$ cat src/break_pkg.sv
// shared constants and types for the breakpoint match unit
package break_pkg;
   typedef logic [31:0] word_t;

   localparam int NUM_LS_PORTS = 2;
   localparam int NUM_CMP      = 3;
   localparam int INSTR_CH     = 0;

   // instruction breakpoint control field layout
   localparam int ICTL_W          = 2;
   localparam int ICTL_ENABLE_BIT = 0;
   localparam int ICTL_SENSE_BIT  = 1;
   localparam logic [1:0] ICTL_RESET = 2'h0;

   // data breakpoint control field layout
   localparam int DCTL_W            = 6;
   localparam int DCTL_SEL_LSB      = 0;
   localparam int DCTL_SEL_MSB      = 1;
   localparam int DCTL_LOADS_BIT    = 2;
   localparam int DCTL_STORES_BIT   = 3;
   localparam int DCTL_ASENSE_BIT   = 4;
   localparam int DCTL_VSENSE_BIT   = 5;
   localparam logic [5:0] DCTL_RESET = 6'h00;

   // data break select encodings
   localparam logic [1:0] SEL_OFF   = 2'h0;
   localparam logic [1:0] SEL_ADDR  = 2'h1;
   localparam logic [1:0] SEL_VALUE = 2'h2;
   localparam logic [1:0] SEL_BOTH  = 2'h3;
endpackage

$ cat src/break_cmp_if.sv
// carrier between the top and one comparator channel
`timescale 1ns/1ns
interface break_cmp_if;
   break_pkg::word_t low;
   break_pkg::word_t high;
   break_pkg::word_t addr;
   break_pkg::word_t word;
   break_pkg::word_t cmpWord;
   break_pkg::word_t mask;
   logic             rangeSense;
   logic             valueSense;
   logic             addrHit;
   logic             valueHit;

   modport user (
      output low, high, addr, word, cmpWord, mask, rangeSense, valueSense,
      input  addrHit, valueHit
   );
   modport unit (
      input  low, high, addr, word, cmpWord, mask, rangeSense, valueSense,
      output addrHit, valueHit
   );
endinterface

$ cat src/break_compare.sv
// one range and masked value comparator channel
`timescale 1ns/1ns
module break_compare (
   break_cmp_if.unit cmp
);
   logic inRange;
   logic wordsEqual;

   // unsigned on full byte addresses, no aperture decode at all
   assign inRange = (cmp.addr >= cmp.low) &&
                    (cmp.addr <= cmp.high);
   assign cmp.addrHit = cmp.rangeSense ? !inRange : inRange;

   // all-zero mask always compares equal; software must avoid it
   assign wordsEqual = ((cmp.word ^ cmp.cmpWord) & cmp.mask) ==
                       32'h00000000;
   assign cmp.valueHit = cmp.valueSense ? !wordsEqual : wordsEqual;
endmodule

$ cat src/breakpoint_match_unit.sv
// instruction and dual-port data breakpoint matcher with event outputs
`timescale 1ns/1ns
module breakpoint_match_unit (
   input  wire logic                          mclk,
   input  wire logic                          rst_n,
   input  wire logic                          instrCtlWe,
   input  wire logic [break_pkg::ICTL_W-1:0]  instrCtlWrData,
   input  wire logic                          instrLowWe,
   input  wire logic                          instrHighWe,
   input  wire logic                          dataCtlWe,
   input  wire logic [break_pkg::DCTL_W-1:0]  dataCtlWrData,
   input  wire logic                          dataLowWe,
   input  wire logic                          dataHighWe,
   input  wire logic                          dataValWe,
   input  wire logic                          dataMaskWe,
   input  wire logic [31:0]                   regWrData,
   input  wire logic                          instrValid,
   input  wire logic [31:0]                   instrAddr,
   input  wire logic [1:0]                    lsValid,
   input  wire logic [1:0]                    lsStore,
   input  wire logic [1:0][31:0]              lsAddr,
   input  wire logic [1:0][31:0]              lsData,
   output logic      [break_pkg::ICTL_W-1:0]  instrCtl,
   output logic      [break_pkg::DCTL_W-1:0]  dataCtl,
   output logic                               instrBreakEvent,
   output logic      [1:0]                    dataBreakEvent,
   output logic      [1:0]                    dataBreakCount
);
   // control registers, reset to defined values
   logic [break_pkg::ICTL_W-1:0] instrCtl_q;
   logic [break_pkg::ICTL_W-1:0] instrCtl_d;
   logic [break_pkg::DCTL_W-1:0] dataCtl_q;
   logic [break_pkg::DCTL_W-1:0] dataCtl_d;

   // compare operands, deliberately left without reset
   break_pkg::word_t instrLow_q;
   break_pkg::word_t instrLow_d;
   break_pkg::word_t instrHigh_q;
   break_pkg::word_t instrHigh_d;
   break_pkg::word_t dataLow_q;
   break_pkg::word_t dataLow_d;
   break_pkg::word_t dataHigh_q;
   break_pkg::word_t dataHigh_d;
   break_pkg::word_t dataVal_q;
   break_pkg::word_t dataVal_d;
   break_pkg::word_t dataMask_q;
   break_pkg::word_t dataMask_d;

   // event outputs
   logic       instrEvent_q;
   logic       instrEvent_d;
   logic [1:0] dataEvent_q;
   logic [1:0] dataEvent_d;
   logic [1:0] dataCount_q;
   logic [1:0] dataCount_d;

   // per-channel comparator results
   logic [break_pkg::NUM_CMP-1:0] addrHit;
   logic [break_pkg::NUM_CMP-1:0] valueHit;

   // decoded control fields
   logic       instrEnable;
   logic       instrSense;
   logic [1:0] dataSel;
   logic       breakLoads;
   logic       breakStores;
   logic       addrSense;
   logic       valueSense;

   assign instrEnable = instrCtl_q[break_pkg::ICTL_ENABLE_BIT];
   assign instrSense  = instrCtl_q[break_pkg::ICTL_SENSE_BIT];
   assign dataSel     = dataCtl_q[break_pkg::DCTL_SEL_MSB:
                                  break_pkg::DCTL_SEL_LSB];
   assign breakLoads  = dataCtl_q[break_pkg::DCTL_LOADS_BIT];
   assign breakStores = dataCtl_q[break_pkg::DCTL_STORES_BIT];
   assign addrSense   = dataCtl_q[break_pkg::DCTL_ASENSE_BIT];
   assign valueSense  = dataCtl_q[break_pkg::DCTL_VSENSE_BIT];

   // channel 0 watches fetch, channels 1..2 the load/store ports
   genvar gi;
   generate
      for (gi = 0; gi < break_pkg::NUM_CMP; gi++) begin : gCh
         break_cmp_if cmp ();

         if (gi == break_pkg::INSTR_CH) begin : gInstr
            assign cmp.low        = instrLow_q;
            assign cmp.high       = instrHigh_q;
            assign cmp.addr       = instrAddr;
            assign cmp.rangeSense = instrSense;
            // value path unused on fetch side
            assign cmp.word       = 32'h00000000;
            assign cmp.cmpWord    = 32'h00000000;
            assign cmp.mask       = 32'h00000000;
            assign cmp.valueSense = 1'b0;
         end else begin : gData
            assign cmp.low        = dataLow_q;
            assign cmp.high       = dataHigh_q;
            assign cmp.addr       = lsAddr[gi-1];
            assign cmp.rangeSense = addrSense;
            assign cmp.word       = lsData[gi-1];
            assign cmp.cmpWord    = dataVal_q;
            assign cmp.mask       = dataMask_q;
            assign cmp.valueSense = valueSense;
         end

         assign addrHit[gi]  = cmp.addrHit;
         assign valueHit[gi] = cmp.valueHit;

         break_compare uCmp (
            .cmp (cmp.unit)
         );
      end
   endgenerate

   // control register next state
   always_comb begin
      instrCtl_d = instrCtl_q;
      dataCtl_d  = dataCtl_q;
      if (!rst_n) begin
         instrCtl_d = break_pkg::ICTL_RESET;
         dataCtl_d  = break_pkg::DCTL_RESET;
      end else begin
         if (instrCtlWe) begin
            instrCtl_d = instrCtlWrData;
         end
         if (dataCtlWe) begin
            dataCtl_d = dataCtlWrData;
         end
      end
   end

   always_ff @(posedge mclk) begin
      instrCtl_q <= instrCtl_d;
      dataCtl_q  <= dataCtl_d;
   end

   // operand registers: written only by software, reset leaves them as is
   always_comb begin
      instrLow_d  = instrLowWe  ? regWrData : instrLow_q;
      instrHigh_d = instrHighWe ? regWrData : instrHigh_q;
      dataLow_d   = dataLowWe   ? regWrData : dataLow_q;
      dataHigh_d  = dataHighWe  ? regWrData : dataHigh_q;
      dataVal_d   = dataValWe   ? regWrData : dataVal_q;
      dataMask_d  = dataMaskWe  ? regWrData : dataMask_q;
   end

   always_ff @(posedge mclk) begin
      instrLow_q  <= instrLow_d;
      instrHigh_q <= instrHigh_d;
      dataLow_q   <= dataLow_d;
      dataHigh_q  <= dataHigh_d;
      dataVal_q   <= dataVal_d;
      dataMask_q  <= dataMask_d;
   end

   // event generation, one cycle after the access is presented
   logic [1:0] portOn;
   logic [1:0] portHit;

   always_comb begin
      portOn  = 2'h0;
      portHit = 2'h0;
      // both ports are judged in parallel, never serialised
      for (int p = 0; p < break_pkg::NUM_LS_PORTS; p++) begin
         portOn[p] = lsValid[p] &&
                     (lsStore[p] ? breakStores : breakLoads);
         case (dataSel)
            break_pkg::SEL_OFF: begin
               portHit[p] = 1'b0;
            end
            break_pkg::SEL_ADDR: begin
               portHit[p] = portOn[p] && addrHit[p+1];
            end
            break_pkg::SEL_VALUE: begin
               portHit[p] = portOn[p] && valueHit[p+1];
            end
            break_pkg::SEL_BOTH: begin
               portHit[p] = portOn[p] && addrHit[p+1] &&
                            valueHit[p+1];
            end
            default: begin
               portHit[p] = 1'b0;
            end
         endcase
      end

      if (!rst_n) begin
         instrEvent_d = 1'b0;
         dataEvent_d  = 2'h0;
         dataCount_d  = 2'h0;
      end else begin
         instrEvent_d = instrEnable && instrValid &&
                        addrHit[break_pkg::INSTR_CH];
         dataEvent_d  = portHit;
         // timer on this source adds the count, so it may step by two
         dataCount_d  = {1'b0, portHit[0]} + {1'b0, portHit[1]};
      end
   end

   always_ff @(posedge mclk) begin
      instrEvent_q <= instrEvent_d;
      dataEvent_q  <= dataEvent_d;
      dataCount_q  <= dataCount_d;
   end

   assign instrCtl        = instrCtl_q;
   assign dataCtl         = dataCtl_q;
   assign instrBreakEvent = instrEvent_q;
   assign dataBreakEvent  = dataEvent_q;
   assign dataBreakCount  = dataCount_q;
endmodule

$ cat config.mk
export PLATFORM = sky130hd
export DESIGN_NAME = breakpoint_match_unit
export DESIGN_NICKNAME = d
export VERILOG_FILES = /design/src/break_pkg.sv /design/src/break_cmp_if.sv /design/src/break_compare.sv /design/src/breakpoint_match_unit.sv
export SDC_FILE = /design/constraint.sdc
export NUM_CORES = 1
export LEC_CHECK = 0
export BUFFER_PORTS_ARGS = -buffer_cell sky130_fd_sc_hd__buf_4
export CAP_MARGIN = 20
export CORE_UTILIZATION = 55
export CTS_BUF_LIST = sky130_fd_sc_hd__clkbuf_4 sky130_fd_sc_hd__clkbuf_8
export DETAILED_ROUTE_END_ITERATION = 8
export GPL_TIMING_DRIVEN = 0
export PLACE_DENSITY = 0.81
export SLEW_MARGIN = 20
export SYNTH_ARGS = -nofsm -noshare
export SYNTH_HDL_FRONTEND = slang
export SYNTH_SLANG_ARGS = --single-unit
$ cat constraint.sdc
create_clock -name mclk -period 4 [get_ports mclk]
set_input_delay 0.8 -clock mclk [delete_from_list [all_inputs] [get_ports mclk]]
set_output_delay 0.8 -clock mclk [all_outputs]
set_load 0.01 [all_outputs]
==> summary.txt <==
CTS
  – Worst-path clk slew: 0.06 ns
  – Clk sinks: 205
  – Clock buffer depth: 3
  – Clock tree root buffer cell: clkbuf_8
  – H-tree levels: 1
  – Post-cts sizing count: 0
  – TritonCTS clock tree: done
  – CTS Hold Bufs: 0
  – Skew-Pair Late Insertion Delay: 0.56 ns
  – Num CTS Buffers: 31
  – Postcts setup bufs: 0

Worst hold path
  – Worst Hold End: dataCtl[0]
  – Worst hold path type: primary input to register
  – Hold depth: 3
  – Hold Startpoint: dataCtlWrData[0]

Timing
  – Post-route setup slack: 1.067 ns
  – Layout Skew: 0.02826 ns
  – FMAX: 0.3410 GHz
  – Final hold vios: 0
  – Final setup viols: 0
  – RSZ-0062 raised after global routing: false
  – Fin crit share: 73.31%
  – Setup TNS: 0 ns
  – Max-slew headroom: 55.63%
  – Max-slew violations: 0
  – Min Tclk post-route: 2.933 ns
  – WHS: 0.4716 ns
  – Worst Tran Pin Value: 0.6594 ns

Critical path
  – Req. time, crit path: 4.46 ns
  – R2R Path End: dataBreakCount[0]
  – Setup slack, reg-to-reg: 1.07 ns
  – Slowest stage cell, crit path: edfxtp_1
  – Worst Setup End Kind: register
  – Cell Chain, Critical Path: inv_1, ha_1, a211oi_1, nor2_1, o31ai_1, o211ai_1, a21oi_1, o31ai_1, a41o_1, nor2_1, ha_1, and2_1
  – Setup CP Type: register to register
  – Worst Reg-to-Reg Cells: 12
  – CP Max Fanout: 2
  – Reg-to-reg startpoint: dataLow_q[9]
  – CP top delay family: compound AO/OA/AOI/OAI gates
  – Slowest stage delay, CP: 0.36 ns
  – Crit path launch type: register
  – Data arrival, critical path: 3.39 ns
  – Crit path buffers/inverters: 1

Logic synthesis
  – Most numerous cell in the Yosys netlist: ha_1
  – Synth top cells by count: 193 x ha_1, 192 x edfxtp_1, 128 x inv_1
  – Post-Synth XOR/XNOR Area: 4.996%
  – Seq/Total Area, Yosys: 51.30%
  – Compound-Gate Fraction of Synth Area: 10.85%
  – Top cells by area, synth: edfxtp_1 49%, ha_1 21%, xor2_1 4.8%
  – Cell variety after synth: 45
  – Post-Syn Instances: 959
  – Number of synthesized flops with an enable pin: 192
  – Primary FF master, synth: edfxtp_1
  – Post-synthesis adder-cell area fraction: 20.56%
  – Largest family of logic cells by synthesized area: adder cells
  – Area leader, netlist: edfxtp_1
  – Post-synth ARST share: 0%
  – Syn Area/Cell: 12.25 um^2
  – Synth warn: 0
  – Simple-gate share of the synthesized area: 7.009%
  – FF+latch count, synth: 205
  – Share of the synthesized area in the top cell type: 49.08%
  – Netlist Area Pre-Place: 0.01175 mm^2
  – Syn_nets: 1367
  – Mux cell area share after synthesis: 0.9374%

Floorplanning
  – Initial core utilization: 56.05%
  – Ports: 228
  – Core Area: 0.02096 mm^2
  – Die width: 148.1 um
  – Row cnt: 53
  – Die ar.: 0.02195 mm^2
  – Vert. Die Dim: 148.1 um

Cells and area
  – Fin nets: 1626
  – ANT cells: 0
  – Area Overhead vs Synth: 22.91%
  – Layout Cell Area excl Fill: 0.01444 mm^2
  – Fraction of layout cells with a size suffix above 1: 23.01%

Placement
  – Place WS: 0.5050 ns
  – Placed cell area: 0.01379 mm^2
  – Port Buffers: 226
  – Routability cong.: 0.9067
  – DP Wirelength: 23290 um

Routing
  – Post-route antenna net violation count: 0
  – Routed wire length: 29100 um
  – Via count: 8440
  – Drt pass-1 iters: 5
  – Drt via density: 5.560
  – Post-route DRC: 0
  – Iter 0 DRT Violations: 453
  – Avg WL per Cell: 19.17 um

Global routing
  – Global route overflow: 0
  – Global-route wire length before repair: 44060 um
  – Largest net degree at the start of global routing: 33
  – Vias in the first global route: 8529
  – Antenna violations before repair: 0
  – Total global-route track usage: 26.59%

Power
  – VDD IR max: 0.3271 mV
  – Power Density: 370.5 mW/mm^2
  – P_leak: 6.729 nW

Job
  – Max Cap Viol: 0

Run status
  – Status: finished clean
[worst register-to-register path, stage by stage (launching register included)]
cell and delay (ns):
edfxtp_1 0.36, inv_1 0.09, ha_1 0.25, a211oi_1 0.25, nor2_1 0.11, o31ai_1 0.26
o211ai_1 0.19, a21oi_1 0.34, o31ai_1 0.17, a41o_1 0.27, nor2_1 0.16, ha_1 0.25
and2_1 0.15
[how the worst max path moves through the flow]
| stage | start | end | slack, ns | cells past startpoint |
|---|---|---|---|---|
| final | dataLow_q[9] | dataBreakCount[0] | 1.07 | 12 |
| after global routing | dataLow_q[9] | dataBreakCount[0] | 0.95 | 12 |
| after CTS | dataHigh_q[25] | dataBreakCount[0] | 1.04 | 11 |
| after detailed placement | lsAddr[57] | dataBreakCount[0] | 0.51 | 11 |
| after global placement | lsAddr[57] | dataBreakCount[0] | 0.51 | 11 |
| after floorplan | lsAddr[57] | dataBreakCount[0] | 0.98 | 10 |
[cell families after synthesis]
logic type / after synthesis
buffers and inverters: 133
xor gates and xnor gates: 67
AOI/OAI and AO/OA: 194
and+or+nand+nor: 156
adders and majority gates: 193
DFF: 205
muxes: 11
[report_power, final]
group          internal [W]  switching [W]
clock network      0.000972       0.000793
logic              0.000458       0.000527
registers           0.00253      0.0000700
[sequential cells by signal, summed over array words and instances (netlist names)]
register         flops
dataHigh_q          32
dataBreakEvent       2
dataBreakCount       2
gCh.cmp.low         32
dataVal_q           32
instrCtl             2
instrBreakEvent      1
dataMask_q          32
dataLow_q           32
dataCtl              6
gCh.cmp.high        32
[routing by layer]
| metal | up-vias | share of wire (%) | track usage [%] | wire (um) |
|---|---|---|---|---|
| met3 | 62 | 7.1 | 4.816 | 2067 |
| met5 | - | 0 | 0 | 0 |
| met2 | 311 | 49 | 45.54 | 14260 |
| met4 | 0 | 3.2 | 10.21 | 939 |
| li1 | 4117 | - | - | - |
| met1 | 3950 | 41 | 33.49 | 11840 |
[placed cells by master (no fill, tap or decap), types with 5 or more instances in the layout]
cell type    n
nand4_1     41
edfxtp_1   192
clkinv_1     5
nor4_1       5
nand2b_1     5
a211oi_1     9
inv_1      128
ha_1       193
mux2i_1     11
o21ai_0     18
a21oi_1     65
o211ai_1     5
clkbuf_4     6
nor3_1       6
xor2_1      64
nor2b_1      5
dfxtp_1     13
nor2_1      32
clkbuf_8    34
o21ai_1      5
a22oi_1     32
o31ai_1      5
nand2_1     31
nand3_1     18
clkinv_2    11
buf_4      229
a21o_1      32
[through the flow]
| step | utilization [%] | power [W] | instances |
|---|---|---|---|
| final | 68.90 | 0.005349 | 1518 |
| after global routing | 68.90 | 0.005601 | 1518 |
| after CTS | 68.90 | 0.005375 | 1518 |
| after detailed placement | 65.79 | 0.003618 | 1460 |
| after global placement | 65.79 | 0.003564 | 1460 |
| after floorplan | - | 0.003152 | 959 |
[layout make-up]
type	count	area (um^2)
fillers	1598	6518
multi-input cells	621	5210
inverters	129	484.2
clock inverters	18	137.6
repair buffers	226	1697
well taps	275	344.1
flip-flops and latches	205	6026
clock buffers	40	513.0
plain buffers	4	26.28
(Power assumes the default switching activity.)
